$ cat src/shared/pfm_pkg.sv
`default_nettype none
package pfm_pkg;
   localparam int GP_W = 24;
   localparam int PD_W = 5;
   localparam int PWM_HALF = 12;
   localparam int ALT_W = 2;
   localparam int IR_W = 4;
   localparam logic [ALT_W-1:0] ALT_GPIO = 2'h0;
   localparam logic [ALT_W-1:0] ALT_PWM = 2'h1;
   localparam logic [ALT_W-1:0] ALT_PORTD = 2'h2;
   localparam int PD_TDI = 0;
   localparam int PD_TDO = 1;
   localparam int PD_TCK = 2;
   localparam int PD_TMS = 3;
   localparam int PD_RST = 4;
   localparam logic PAD_RST = 1'b1;
   localparam logic FAULT_RST = 1'b0;
   localparam logic DIR_RST = 1'b0;
   localparam logic PER_RST = 1'b0;
   localparam logic WDOG_N_RST = 1'b1;
   localparam logic [IR_W-1:0] IR_RST = 4'h1;
   localparam logic [IR_W-1:0] IR_CAPTURE = 4'h1;
   typedef enum logic [15:0] {
      pfm_tlr  = 16'h0001, pfm_rti  = 16'h0002, pfm_sdrs = 16'h0004, pfm_cdr  = 16'h0008,
      pfm_sdr  = 16'h0010, pfm_e1dr = 16'h0020, pfm_pdr  = 16'h0040, pfm_e2dr = 16'h0080,
      pfm_udr  = 16'h0100, pfm_sirs = 16'h0200, pfm_cir  = 16'h0400, pfm_sir  = 16'h0800,
      pfm_e1ir = 16'h1000, pfm_pir  = 16'h2000, pfm_e2ir = 16'h4000, pfm_uir  = 16'h8000
   } pfm_tap_t;
endpackage
`default_nettype wire

$ cat src/hdl/pfm_tap.sv
`default_nettype none
module pfm_tap (
   input  wire logic core_clk,
   input  wire logic nrst,
   input  wire logic tap_enable,
   input  wire logic tck_rise,
   input  wire logic tck_fall,
   input  wire logic tms_s,
   input  wire logic tdi_s,
   output logic      tdo_q,
   output logic      tdo_en_q
);
   pfm_pkg::pfm_tap_t                 state_q;
   pfm_pkg::pfm_tap_t                 state_d;
   logic [pfm_pkg::IR_W-1:0]          ir_q;
   logic                              bypass_q;

   always_comb begin
      state_d = state_q;
      case (state_q)
         pfm_pkg::pfm_tlr:  state_d = tms_s ? pfm_pkg::pfm_tlr  : pfm_pkg::pfm_rti;
         pfm_pkg::pfm_rti:  state_d = tms_s ? pfm_pkg::pfm_sdrs : pfm_pkg::pfm_rti;
         pfm_pkg::pfm_sdrs: state_d = tms_s ? pfm_pkg::pfm_sirs : pfm_pkg::pfm_cdr;
         pfm_pkg::pfm_cdr:  state_d = tms_s ? pfm_pkg::pfm_e1dr : pfm_pkg::pfm_sdr;
         pfm_pkg::pfm_sdr:  state_d = tms_s ? pfm_pkg::pfm_e1dr : pfm_pkg::pfm_sdr;
         pfm_pkg::pfm_e1dr: state_d = tms_s ? pfm_pkg::pfm_udr  : pfm_pkg::pfm_pdr;
         pfm_pkg::pfm_pdr:  state_d = tms_s ? pfm_pkg::pfm_e2dr : pfm_pkg::pfm_pdr;
         pfm_pkg::pfm_e2dr: state_d = tms_s ? pfm_pkg::pfm_udr  : pfm_pkg::pfm_sdr;
         pfm_pkg::pfm_udr:  state_d = tms_s ? pfm_pkg::pfm_sdrs : pfm_pkg::pfm_rti;
         pfm_pkg::pfm_sirs: state_d = tms_s ? pfm_pkg::pfm_tlr  : pfm_pkg::pfm_cir;
         pfm_pkg::pfm_cir:  state_d = tms_s ? pfm_pkg::pfm_e1ir : pfm_pkg::pfm_sir;
         pfm_pkg::pfm_sir:  state_d = tms_s ? pfm_pkg::pfm_e1ir : pfm_pkg::pfm_sir;
         pfm_pkg::pfm_e1ir: state_d = tms_s ? pfm_pkg::pfm_uir  : pfm_pkg::pfm_pir;
         pfm_pkg::pfm_pir:  state_d = tms_s ? pfm_pkg::pfm_e2ir : pfm_pkg::pfm_pir;
         pfm_pkg::pfm_e2ir: state_d = tms_s ? pfm_pkg::pfm_uir  : pfm_pkg::pfm_sir;
         pfm_pkg::pfm_uir:  state_d = tms_s ? pfm_pkg::pfm_sdrs : pfm_pkg::pfm_rti;
         default:           state_d = pfm_pkg::pfm_tlr;
      endcase
   end

   always_ff @(posedge core_clk or negedge nrst) begin
      if (!nrst) begin
         state_q <= pfm_pkg::pfm_tlr;
      end else if (!tap_enable) begin
         state_q <= pfm_pkg::pfm_tlr;
      end else if (tck_rise) begin
         state_q <= state_d;
      end
   end

   always_ff @(posedge core_clk or negedge nrst) begin
      if (!nrst) begin
         ir_q     <= pfm_pkg::IR_RST;
         bypass_q <= 1'b0;
      end else if (tap_enable && tck_rise) begin
         if (state_q == pfm_pkg::pfm_cir) begin
            ir_q <= pfm_pkg::IR_CAPTURE;
         end else if (state_q == pfm_pkg::pfm_sir) begin
            ir_q <= {tdi_s, ir_q[pfm_pkg::IR_W-1:1]};
         end
         if (state_q == pfm_pkg::pfm_cdr) begin
            bypass_q <= 1'b0;
         end else if (state_q == pfm_pkg::pfm_sdr) begin
            bypass_q <= tdi_s;
         end
      end
   end

   // drive only in shift states, update on fall
   always_ff @(posedge core_clk or negedge nrst) begin
      if (!nrst) begin
         tdo_q    <= 1'b0;
         tdo_en_q <= 1'b0;
      end else if (!tap_enable) begin
         tdo_en_q <= 1'b0;
      end else if (tck_fall) begin
         tdo_en_q <= (state_q == pfm_pkg::pfm_sir) || (state_q == pfm_pkg::pfm_sdr);
         tdo_q    <= (state_q == pfm_pkg::pfm_sir) ? ir_q[0] : bypass_q;
      end
   end
endmodule
`default_nettype wire

$ cat src/hdl/pfm_pin_mux.sv
// Notes on behaviour
// - after reset every pin has its primary function; no alternate is active.
// - alternate routed only when peripheral enable and select field both choose it.
// - each port bit direction set or cleared alone, other bits untouched.
// - two pwm modules, four submodules, three pins each; output or capture.
// - fault inputs of a module force its masked pwm outputs inactive.
// - external watchdog output is low when asserted, high otherwise.
// - test data input is sampled on each test clock rise in shift-ir or shift-dr.
// - test mode select is sampled on each test clock rise to step the tap.
// - test data output driven only in shift-ir or shift-dr, else released.
// - test data output changes on the test clock falling edge.
// - test pins default to test functions; port d bits 0 to 3 alternately.
// - during reset test clock, mode select, data in are pulled-up inputs.
// - reset pin as port d bit 4 is input or open drain; pin reset off.
`default_nettype none
module pfm_pin_mux #(
   parameter int GP_W = pfm_pkg::GP_W,
   parameter int PD_W = pfm_pkg::PD_W
) (
   input  wire logic                   core_clk,
   input  wire logic                   nrst,
   input  wire logic [GP_W+PD_W-1:0]   pad_in,
   output logic      [GP_W+PD_W-1:0]   pad_out,
   output logic      [GP_W+PD_W-1:0]   pad_oe,
   output logic      [GP_W+PD_W-1:0]   pad_pu,
   input  wire logic                   cfg_per_wr,
   input  wire logic [GP_W+PD_W-1:0]   cfg_per_wdata,
   input  wire logic                   cfg_sel_wr,
   input  wire logic [2*(GP_W+PD_W)-1:0] pin_alt_select_reg,
   input  wire logic [GP_W+PD_W-1:0]   dir_set,
   input  wire logic [GP_W+PD_W-1:0]   dir_clr,
   output logic      [GP_W+PD_W-1:0]   gpio_dir,
   input  wire logic [GP_W+PD_W-1:0]   gpio_dout,
   output logic      [GP_W+PD_W-1:0]   gpio_din,
   input  wire logic [GP_W-1:0]        pwm_out,
   input  wire logic [GP_W-1:0]        pwm_cap_mode,
   output logic      [GP_W-1:0]        pwm_cap_in,
   input  wire logic [GP_W-1:0]        pwm_fault_mask,
   input  wire logic                   pwm_a_fault_in0,
   input  wire logic                   pwm_a_fault_in1,
   input  wire logic                   pwm_b_fault_in0,
   input  wire logic                   pwm_b_fault_in1,
   input  wire logic                   wdog_assert,
   output logic                        ext_watchdog_out_n,
   output logic                        pin_reset_req
);
   localparam int NP = GP_W + PD_W;
   localparam int SW = NP + 4;
   localparam int TDI = GP_W + pfm_pkg::PD_TDI;
   localparam int TDO = GP_W + pfm_pkg::PD_TDO;
   localparam int TCK = GP_W + pfm_pkg::PD_TCK;
   localparam int TMS = GP_W + pfm_pkg::PD_TMS;
   localparam int RST = GP_W + pfm_pkg::PD_RST;
   localparam logic [SW-1:0] SYNC_RST = {{4{pfm_pkg::FAULT_RST}}, {NP{pfm_pkg::PAD_RST}}};

   logic [SW-1:0]          s1_q, s2_q, s3_q, st_q;
   logic [NP-1:0]          per_q, dir_q;
   logic [2*NP-1:0]        sel_q;
   logic [NP-1:0]          alt;
   logic [NP-1:0]          out_d, oe_d, pu_d;
   logic [GP_W-1:0]        cap_d, kill;
   logic                   tck_prev_q, tck_rise, tck_fall;
   logic                   tdo_val, tdo_en, fault_a, fault_b, wrote_q;

   function automatic logic [pfm_pkg::ALT_W-1:0] sel_of(input logic [2*NP-1:0] s, input int i);
      sel_of = s[2*i +: pfm_pkg::ALT_W];
   endfunction

   always_ff @(posedge core_clk or negedge nrst) begin
      if (!nrst) begin
         s1_q <= SYNC_RST;
         s2_q <= SYNC_RST;
         s3_q <= SYNC_RST;
         st_q <= SYNC_RST;
      end else begin
         s1_q <= {pwm_b_fault_in1, pwm_b_fault_in0, pwm_a_fault_in1, pwm_a_fault_in0, pad_in};
         s2_q <= s1_q;
         s3_q <= s2_q;
         st_q <= (s2_q & s3_q) | (st_q & (s2_q | s3_q));
      end
   end

   // enables and selects clear at reset
   always_ff @(posedge core_clk or negedge nrst) begin
      if (!nrst) begin
         per_q   <= {NP{pfm_pkg::PER_RST}};
         sel_q   <= {(2*NP){1'b0}};
         wrote_q <= 1'b0;
      end else begin
         if (cfg_per_wr) begin
            per_q <= cfg_per_wdata;
         end
         if (cfg_sel_wr) begin
            sel_q <= pin_alt_select_reg;
         end
         if (cfg_per_wr || cfg_sel_wr) begin
            wrote_q <= 1'b1;
         end
      end
   end

   always_ff @(posedge core_clk or negedge nrst) begin
      if (!nrst) begin
         dir_q <= {NP{pfm_pkg::DIR_RST}};
      end else begin
         dir_q <= (dir_q & ~dir_clr) | dir_set;
      end
   end

   // edges of the probe test clock
   always_ff @(posedge core_clk or negedge nrst) begin
      if (!nrst) begin
         tck_prev_q <= pfm_pkg::PAD_RST;
      end else begin
         tck_prev_q <= st_q[TCK];
      end
   end
   assign tck_rise = st_q[TCK] & ~tck_prev_q;
   assign tck_fall = ~st_q[TCK] & tck_prev_q;

   pfm_tap u_pfm_tap (
      .core_clk  (core_clk),
      .nrst      (nrst),
      .tap_enable(~alt[TCK]),
      .tck_rise  (tck_rise),
      .tck_fall  (tck_fall),
      .tms_s     (alt[TMS] | st_q[TMS]),
      .tdi_s     (alt[TDI] | st_q[TDI]),
      .tdo_q     (tdo_val),
      .tdo_en_q  (tdo_en)
   );

   // faults kill masked outputs of their module
   assign fault_a = st_q[NP] | st_q[NP+1];
   assign fault_b = st_q[NP+2] | st_q[NP+3];
   always_comb begin
      for (int i = 0; i < GP_W; i++) begin
         kill[i] = pwm_fault_mask[i] & ((i < pfm_pkg::PWM_HALF) ? fault_a : fault_b);
      end
   end

   // alternate needs both enable and select
   always_comb begin
      for (int i = 0; i < NP; i++) begin
         alt[i] = per_q[i] && (sel_of(sel_q, i) == ((i < GP_W) ? pfm_pkg::ALT_PWM : pfm_pkg::ALT_PORTD));
      end
   end

   always_comb begin
      out_d = gpio_dout;
      oe_d  = dir_q;
      pu_d  = ~dir_q;
      cap_d = '0;
      for (int i = 0; i < GP_W; i++) begin
         if (alt[i]) begin
            oe_d[i]  = ~pwm_cap_mode[i];
            out_d[i] = pwm_out[i] & ~kill[i];
            pu_d[i]  = 1'b0;
            cap_d[i] = pwm_cap_mode[i] & st_q[i];
         end
      end
      // test functions are primary, inputs pulled up
      for (int j = GP_W; j < NP; j++) begin
         if (!alt[j]) begin
            oe_d[j]  = 1'b0;
            out_d[j] = 1'b0;
            pu_d[j]  = 1'b1;
         end
      end
      if (!alt[TDO]) begin
         oe_d[TDO]  = tdo_en;
         out_d[TDO] = tdo_val;
         pu_d[TDO]  = 1'b0;
      end
      // open drain port d bit 4
      if (alt[RST]) begin
         oe_d[RST]  = dir_q[RST] & ~gpio_dout[RST];
         out_d[RST] = 1'b0;
         pu_d[RST]  = 1'b1;
      end
   end

   always_ff @(posedge core_clk or negedge nrst) begin
      if (!nrst) begin
         pad_out    <= '0;
         pad_oe     <= '0;
         pad_pu     <= '1;
         pwm_cap_in <= '0;
         gpio_din   <= {NP{pfm_pkg::PAD_RST}};
      end else begin
         pad_out    <= out_d;
         pad_oe     <= oe_d;
         pad_pu     <= pu_d;
         pwm_cap_in <= cap_d;
         gpio_din   <= st_q[NP-1:0];
      end
   end
   assign gpio_dir = dir_q;

   always_ff @(posedge core_clk or negedge nrst) begin
      if (!nrst) begin
         ext_watchdog_out_n <= pfm_pkg::WDOG_N_RST;
      end else begin
         ext_watchdog_out_n <= ~wdog_assert;
      end
   end

   always_ff @(posedge core_clk or negedge nrst) begin
      if (!nrst) begin
         pin_reset_req <= 1'b0;
      end else begin
         pin_reset_req <= ~alt[RST] & ~st_q[RST];
      end
   end
endmodule
`default_nettype wire

$ cat config.mk
export PLATFORM = sky130hd
export DESIGN_NAME = pfm_pin_mux
export DESIGN_NICKNAME = d
export VERILOG_FILES = /design/src/shared/pfm_pkg.sv /design/src/hdl/pfm_tap.sv /design/src/hdl/pfm_pin_mux.sv
export SDC_FILE = /design/constraint.sdc
export NUM_CORES = 1
export LEC_CHECK = 0
export BUFFER_PORTS_ARGS = -buffer_cell sky130_fd_sc_hd__buf_2
export CAP_MARGIN = 20
export CORE_AREA = 2 2 179 181
export DETAILED_ROUTE_END_ITERATION = 7
export DIE_AREA = 0 0 181 183
export PLACE_DENSITY = 0.75
export SLEW_MARGIN = 20
export SYNTH_ARGS = -nofsm -noshare
export SYNTH_HDL_FRONTEND = slang
export SYNTH_HIERARCHICAL = 1
export SYNTH_SLANG_ARGS = --single-unit
$ cat constraint.sdc
create_clock -name core_clk -period 2.5 [get_ports core_clk]
set_clock_uncertainty 0.2 [all_clocks]
set_input_delay 0.375 -clock core_clk [delete_from_list [all_inputs] [get_ports core_clk]]
set_output_delay 0.375 -clock core_clk [all_outputs]
set_load 0.05 [all_outputs]
==> Word-level counts from Yosys, hierarchy flattened <==
Cells that the tools add are included.
{ "totals": {"ff_bits": 412, "input_bits": 284, "out_inout_bits": 171, "elab_cells": 380} }
{ "op_classes": {"n_eq_ne": 45, "n_mux": 131, "bitwise": 143, "reduce_logical": 41} }
{ "op_table": {"columns": ["operator", "count"], "rows": [
  ["case mux 16 bit (12 select lines)", 1],
  ["2-to-1 mux 1 bit", 114],
  ["AND 1 bit", 76],
  ["AND 33 bit", 2],
  ["bitwise OR 33 bit", 2],
  ["2-to-1 mux 16 bit", 4],
  ["NOT 1 bit", 55],
  ["equality test 2 x 1 -> 1 bit (second input constant)", 24],
  ["logical AND 1 bit", 30],
  ["AND 29 bit", 1],
  ["NOT 29 bit", 1],
  ["bitwise OR 29 bit", 1],
  ["NOT 28 bit", 1],
  ["2-to-1 mux 9 bit", 2],
  ["equality test 16 x 1 -> 1 bit (second input constant)", 1],
  ["equality test 16 x 10 -> 1 bit (second input constant)", 1],
  ["equality test 16 x 11 -> 1 bit (second input constant)", 1],
  ["equality test 16 x 12 -> 1 bit (second input constant)", 1],
  ["equality test 16 x 13 -> 1 bit (second input constant)", 1],
  ["equality test 16 x 14 -> 1 bit (second input constant)", 1],
  ["equality test 16 x 15 -> 1 bit (second input constant)", 1],
  ["equality test 16 bit (second input constant)", 1],
  ["equality test 16 x 2 -> 1 bit (second input constant)", 1],
  ["equality test 16 x 3 -> 1 bit (second input constant)", 1],
  ["other kinds (22)", 36]
]} }

==> Logic depth before layout (Yosys ltp) <==
Gate-level depths: netlist of run 1.
{ "logic_depth": {"word_depth": 7, "mapped_depth": 7, "mapped_depth_nobuf": 7} }

==> By module <==
Netlist of run 1, hierarchy kept.
{ "by_module_without_submodules": {"columns": ["mod", "n_inst", "cells_each", "area_per_inst_um2"], "rows": [
  ["pfm_pin_mux", 1, 804, 13201.4],
  ["pfm_tap", 1, 186, 1587.8]
]} }

==> Worst setup path after synthesis of run 1 <==
Ideal clock, no wire load.
{ "synth_path": {"kind": "reg2reg", "startpoint": "register st_q[26]", "endpoint": "register u_pfm_tap.state_q[15]", "arrival_time_ns": 1.750, "t_required_ns": 2.190, "setup_slack_ns": 0.440, "stages_incl_launch_ff": 6, "n_path_buf": 1, "cell_sequence": "dfstp_2 nor2b_1 clkbuf_1 nand2_1 or4b_1 o41ai_1"} }
{ "synth_between": {"elab_chain_len": 2} }
{ "synth_lines": {"columns": ["item", "line", "rtl"], "rows": [
  ["start, declared", "pfm_pin_mux.sv:56", "logic [SW-1:0] s1_q, s2_q, s3_q, st_q;"],
  ["start signal, assigned", "pfm_pin_mux.sv:79", "st_q <= (s2_q & s3_q) | (st_q & (s2_q | s3_q));"],
  ["AND 1 bit", "pfm_pin_mux.sv:118", "assign tck_rise = st_q[TCK] & ~tck_prev_q;"],
  ["net tck_rise", "pfm_pin_mux.sv:62", "logic tck_prev_q, tck_rise, tck_fall;"],
  ["nonzero test 2 bit (no line)", null, null],
  ["end signal, assigned", "pfm_tap.sv:43", "state_q <= pfm_pkg::pfm_tlr;"],
  ["end signal, assigned", "pfm_tap.sv:45", "state_q <= pfm_pkg::pfm_tlr;"],
  ["end signal, assigned", "pfm_tap.sv:47", "state_q <= state_d;"],
  ["end, declared", "pfm_tap.sv:13", "pfm_pkg::pfm_tap_t state_q;"]
]} }
The timed path passes the listed nets, and every way through them passes these cells.
A chain may end at the register's enable or synchronous reset.

==> Worst setup path in the final report of run 1 <==
{ "layout_path": {"startpoint": "register u_pfm_tap.state_q[12]", "endpoint": "register u_pfm_tap.state_q[0]"} }
{ "layout_between": {"elab_chain_len": 5, "word_cells_on_any_way": 22} }
{ "layout_lines": {"columns": ["item", "line", "rtl"], "rows": [
  ["equality test 16 x 2 -> 1 bit, or another cell as far along", "pfm_tap.sv:20", "case (state_q)"],
  ["OR reduction 3 bit (no line) or OR reduction 2 bit (tied branches)", null, null],
  ["case mux 16 bit (12 select lines) *", "pfm_tap.sv:20", null],
  ["2-to-1 mux 16 bit *", "pfm_tap.sv:46", "end else if (tck_rise) begin"],
  ["2-to-1 mux 16 bit *", "pfm_tap.sv:44", "end else if (!tap_enable) begin"]
]} }
Mark *: on every way between the ends. The rest lies on a longest branch, timed or not. The select of a mux whose other input is x is not followed.

==> reports/metrics.cfg, run 1 <==
[outcome]
status = finished, final reports clean

[yosys]
synthCells = 990
syn-num-nets = 1274
synth_enable_flop_cells = 0
yosysUniqueCellTypes = 52
synth_warnings = 6
synth.yosys.seq_area_share = 0.7103
ys_seq_elements = 411
syn-cell-area_sq_um = 14790
synthFlopType = dfrtp_1
syn_area_per_cell_sq_um = 14.94
async_reset_ff_frac = 1.000

[layout]
drive_gt1_frac = 0.4566
final_util = 0.6898
layout.area.seq_sq_um = 10510
multiInputGateArea_sq_um = 3859
final_common_cell = buf_2
nets = 2012
synthToLayoutAreaGrowth_pct = 45.67
n_fill_cell = 2041
final_cell_mix = buf_2, dlygate4sd3_1, dfrtp_1

[timing]
finalHoldViolations = 0
post-route-period-util = 0.8988
relSlewSlack = 0.5053
period_minus_slack_ns = 2.247
fmax_ghz = 0.4450
fin_setup_tns_ns = 0
setup_viol = 0
rsz0062_at_grt = false
slew_viol_final = 0
fin_ws_ns = 0.2530
worst_pin_slew_ns = 0.7420

[setup_path]
cp_max_fo = 11
path_class = reg -> reg
critPathArrivalTime_ns = 2.50
critPathRequiredTime_ns = 2.76
start_kind = register
endpoint_kind = register

[clocking]
h-tree-depth = 2
cts_sinks = 411
cts_tree = yes
clk-insertion-delay-late_ns = 0.54
cts_buffer_depth = 3
cts_resized = 0
numCtsBuffers = 42
post-cts-setup-buffer-count = 0
path_clk_slew_ns = 0.07
ctsHoldBuffers = 257
root_buffer = clkbuf_16

[run]
drv_cap = 0

[floorplan]
coreArea_sq_um = 31230
die_w_um = 181
die_height_um = 183
fp.dieArea_sq_um = 33120
start_util = 0.4736
num_rows = 65
pin_count = 455

[pwr]
leakage_uw = 0.01010
p_per_area_nw_per_um2 = 767.3
ir_worst_vdd_uv = 515.1

[global_routing]
globalRoute.totalOverflow = 0
grt_pass1_wl_mm = 68.66
grt_max_degree = 65
grt_use_total = 0.2687
antenna_found_initial = 7
grt_pass1_vias = 12422

[place]
pre_cts_slack_ns = 0.2682
io_buffers = 452
gp_congestion = 0.9358
dp_hpwl_mm = 27.96

[routing]
antenna_left = 0
firstDrtPassIters = 4
drc_errors = 0
routed_wl_mm = 44.36
viasPerCell = 5.128
num_vias = 11127
drtIter0Drc = 402
post_drt_wl_per_cell_um = 20.44

[worst_hold_path]
hp-class = reg -> reg

-- cell families (layout without fill, tap and decap cells) --
logic type,Yosys count,in the layout,synth area share
xor+xnor,10,10,0.005922
simple gates,205,205,0.09052
compound gates,121,121,0.05567
other cells,2,9,0.0005078
mux,113,113,0.08596
buf+inv,95,866,0.02876
fa+ha+maj,33,33,0.02234
flops,411,411,0.7103
-- area by class of cell --
type / instances / area share
flip-flops and latches: 411 / 0.4876
repair buffers: 726 / 0.2350
multi-input cells: 484 / 0.1791
clock buffers: 68 / 0.05854
well taps: 402 / 0.02335
inverters: 63 / 0.01098
clock inverters: 9 / 0.004588
diodes: 7 / 0.0008131
-- synthesized netlist by cell type, types with 3 or more instances --
cell type	number	area share
inv_1	63	0.016
a22o_1	3	0.0018
nor4b_1	3	0.0018
a21boi_1	4	0.0020
dfrtp_1	235	0.40
maj3_1	33	0.022
and3b_1	27	0.016
buf_2	16	0.0054
xor2_1	4	0.0024
nand2_1	26	0.0066
nor3_1	8	0.0027
nor4_1	7	0.0030
nand3_1	8	0.0027
a31oi_1	3	0.0013
nand2b_1	5	0.0021
buf_4	3	0.0015
a21o_1	5	0.0025
mux2i_1	25	0.017
clkbuf_1	8	0.0020
nand4b_1	25	0.015
dfstp_2	176	0.31
and3_1	25	0.011
o22ai_1	30	0.013
nand4_1	4	0.0017
nor2b_1	6	0.0025
buf_6	5	0.0038
mux2_4	8	0.0081
and2_1	12	0.0051
xnor2_1	6	0.0036
o21bai_1	24	0.012
o21ai_1	6	0.0020
a21oi_1	5	0.0017
nor2_1	33	0.0084
o21a_1	26	0.013
o21ai_0	10	0.0034
mux2_2	80	0.061
-- state kept, by name, indices dropped and copies added (netlist names), 24 cells and up --
name,cells
sel_q,58
s1_q,33
s2_q,33
s3_q,33
st_q,33
gpio_din,29
gpio_dir,29
pad_oe,29
per_q,29
pad_out,28
pad_pu,28
pwm_cap_in,24
-- per-layer routing --
metal  share of wire  vias to the layer above  global-route usage
met3           0.057                      128             0.05342
li1                -                     4913                   -
met2            0.52                      470              0.4835
met1            0.38                     5616              0.3157
met4           0.040                        0              0.1128
met5               0                        -                   0
-- power breakdown --
group          switching (uW)  internal, uW  leakage, uW
clock network            2590          3590     0.000662
logic                    1620          1040      0.00477
registers                 364          7330      0.00466
total                    4570         12000       0.0101
-- per-stage QoR --
step | hold WS, ns | area (sq um) | cells | total power, uW
finish | 0.1454 | 21540 | 2170 | 16530
CTS | 0.1440 | 21530 | 2163 | 16540
detailed placement | 0.1362 | 17590 | 1829 | 10020
floorplan | -0.1206 | 14790 | 990 | 9142
global placement | 0.1338 | 17590 | 1829 | 9976
global route | 0.1446 | 21540 | 2169 | 17160
-- path summary, 6_finish.rpt --
path / start / end / slack [ns] / cells past startpoint
hold reg to reg: s1_q[12] / s2_q[12] / 0.15 / 0
max in group asynchronous: nrst / gpio_din[4] / 1.12 / 3
setup reg to reg: u_pfm_tap/state_q[12] / u_pfm_tap/state_q[0] / 0.25 / 6
setup / recovery: u_pfm_tap/state_q[12] / u_pfm_tap/state_q[0] / 0.25 / 6
min in group asynchronous: nrst / per_q[21] / 0.20 / 2
hold / removal: s1_q[12] / s2_q[12] / 0.15 / 0
-- critical path: stages, from the launching register on --
cell	delay, ns
dfrtp_1	0.52
nor4_4	0.47
nand3_4	0.19
nor3_2	0.30
nor3_1	0.09
and3_1	0.17
o31a_1	0.24
(Power assumes the default switching activity.)
==> run 2, diff against run 1 <==
Settings changed: PLACE_DENSITY 0.75 to 0.73.
==> run 2 against run 1 <==
Final area up 0.84%. Clock power up 6.1%. Count of clock-buffer cells in the layout down 5. Sequential share of layout area down 0.40 points. Routed wire length down 0.30%. Via count up 0.19%. Total power up 2.4%. Cell count up 0.41%. Global-route usage down 0.29 points. Critical path depth unchanged. Critical path type unchanged. Largest cell class unchanged. Highest routed layer is now met5.
==> reports/metrics.cfg, run 2 (synthesized netlist as in run 1, its figures left out) <==
[clocking]
path_clk_slew_ns = 0.06
cts_buffer_depth = 3
numCtsBuffers = 43
root_buffer = clkbuf_16
cts_sinks = 411
post-cts-setup-buffer-count = 0
cts_tree = yes
clk-insertion-delay-late_ns = 0.55
h-tree-depth = 2

[timing]
hold_ws_ns = 0.1460
post-route-period-util = 0.9142
slew_viol_final = 0
setup_viol = 0
fin_setup_tns_ns = 0
fin_ws_ns = 0.2146
worst_pin_slew_ns = 0.7061
relSlewSlack = 0.5293
finalHoldViolations = 0
fmax_ghz = 0.4376
period_minus_slack_ns = 2.285
rsz0062_at_grt = false

[floorplan]
coreArea_sq_um = 31230
pin_count = 455
die_height_um = 183
fp.dieArea_sq_um = 33120
num_rows = 65
die_w_um = 181
start_util = 0.4736

[layout]
drive_gt1_frac = 0.4650
final_cell_area_sq_um = 21720
n_fill_cell = 2016
nets = 2021
final_common_cell = buf_2
largest_reg_flops = 58
synthToLayoutAreaGrowth_pct = 46.89
fin_cells = 2179
regMostFlops = sel_q
final_cell_mix = buf_2, dlygate4sd3_1, dfrtp_1

[setup_path]
crit_path_top_delay_cell = dfrtp_1
crit_buf_inv = 0
cp_max_fo = 11
critPathArrivalTime_ns = 2.55
worstPathCellList = nor4_4 > nand3_4 > nor3_2 > nor3_1 > and3_1 > o31a_1
path_class = reg -> reg
critPathRequiredTime_ns = 2.76
critPathMaxStageDelay_ns = 0.52
endpoint_kind = register
path_delay_family = simple AND/OR/NAND/NOR gates
start_kind = register

[routing]
post_drt_wl_per_cell_um = 20.30
num_vias = 11148
drtIter0Drc = 541
firstDrtPassIters = 4
antenna_left = 0
routed_wl_mm = 44.23
viasPerCell = 5.116
drc_errors = 0

[global_routing]
antenna_found_initial = 5
grt_pass1_wl_mm = 68.31
globalRoute.totalOverflow = 0
grt_pass1_vias = 12391
grt_max_degree = 68
grt_use_total = 0.2658

[place]
dp_hpwl_mm = 27.43
place_area_sq_um = 17650
gp_congestion = 0.8738
pre_cts_slack_ns = 0.2464
io_buffers = 452
place_inst = 1837

[pwr]
leakage_uw = 0.01020
ir_worst_vdd_uv = 717.5
p_per_area_nw_per_um2 = 778.9

[outcome]
status = finished, final reports clean

[run]
drv_cap = 0

[worst_hold_path]
hp-class = reg -> reg

-- run 2: cell type report --
class	instances	area [sq um]	share of cell area
diodes	5	12.51	0.0005760
clock buffers	63	1271	0.05852
clock inverters	17	214.0	0.009849
inverters	63	236.5	0.01089
multi-input cells	484	3859	0.1776
flip-flops and latches	411	10510	0.4836
well taps	402	503.0	0.02315
repair buffers	734	5122	0.2358
-- run 2: final timing paths --
check | startpoint | slack (ns) | endpoint | cells past startpoint
worst max-delay path | u_pfm_tap/state_q[12] | 0.21 | u_pfm_tap/state_q[0] | 6
worst min-delay path | s1_q[0] | 0.15 | s2_q[0] | 0
worst max register to register | u_pfm_tap/state_q[12] | 0.21 | u_pfm_tap/state_q[0] | 6
worst min register to register | s1_q[0] | 0.15 | s2_q[0] | 0
max in group asynchronous | nrst | 1.07 | s2_q[16] | 3
min in group asynchronous | nrst | 0.20 | pad_out[17] | 2
-- run 2: stage by stage --
stage,utilization,total power [uW]
after floorplan,-,9142
after global placement,0.5653,9985
after detailed placement,0.5653,10030
after CTS,0.6952,16940
after global routing,0.6954,17550
final,0.6956,16920
-- run 2: power breakdown --
| group | total, uW | internal, uW | switching [uW] |
|---|---|---|---|
| combinational | 2680 | 1050 | 1630 |
| clock | 6560 | 3880 | 2680 |
| sequential | 7680 | 7330 | 353 |
| total | 16900 | 12300 | 4660 |
-- run 2: timing repair --
action,4_1_cts,5_1_grt
gates resized for setup,0,0
endpoints found under the hold margin,279,0
hold buffers,257,0
-- run 2: metal layers --
metal	routed length, um	global-route usage	part of all wire
met4	1805	0.1128	0.041
met1	16770	0.3067	0.38
met3	2939	0.06910	0.066
met2	22700	0.4714	0.51
met5	13	0	0.00029
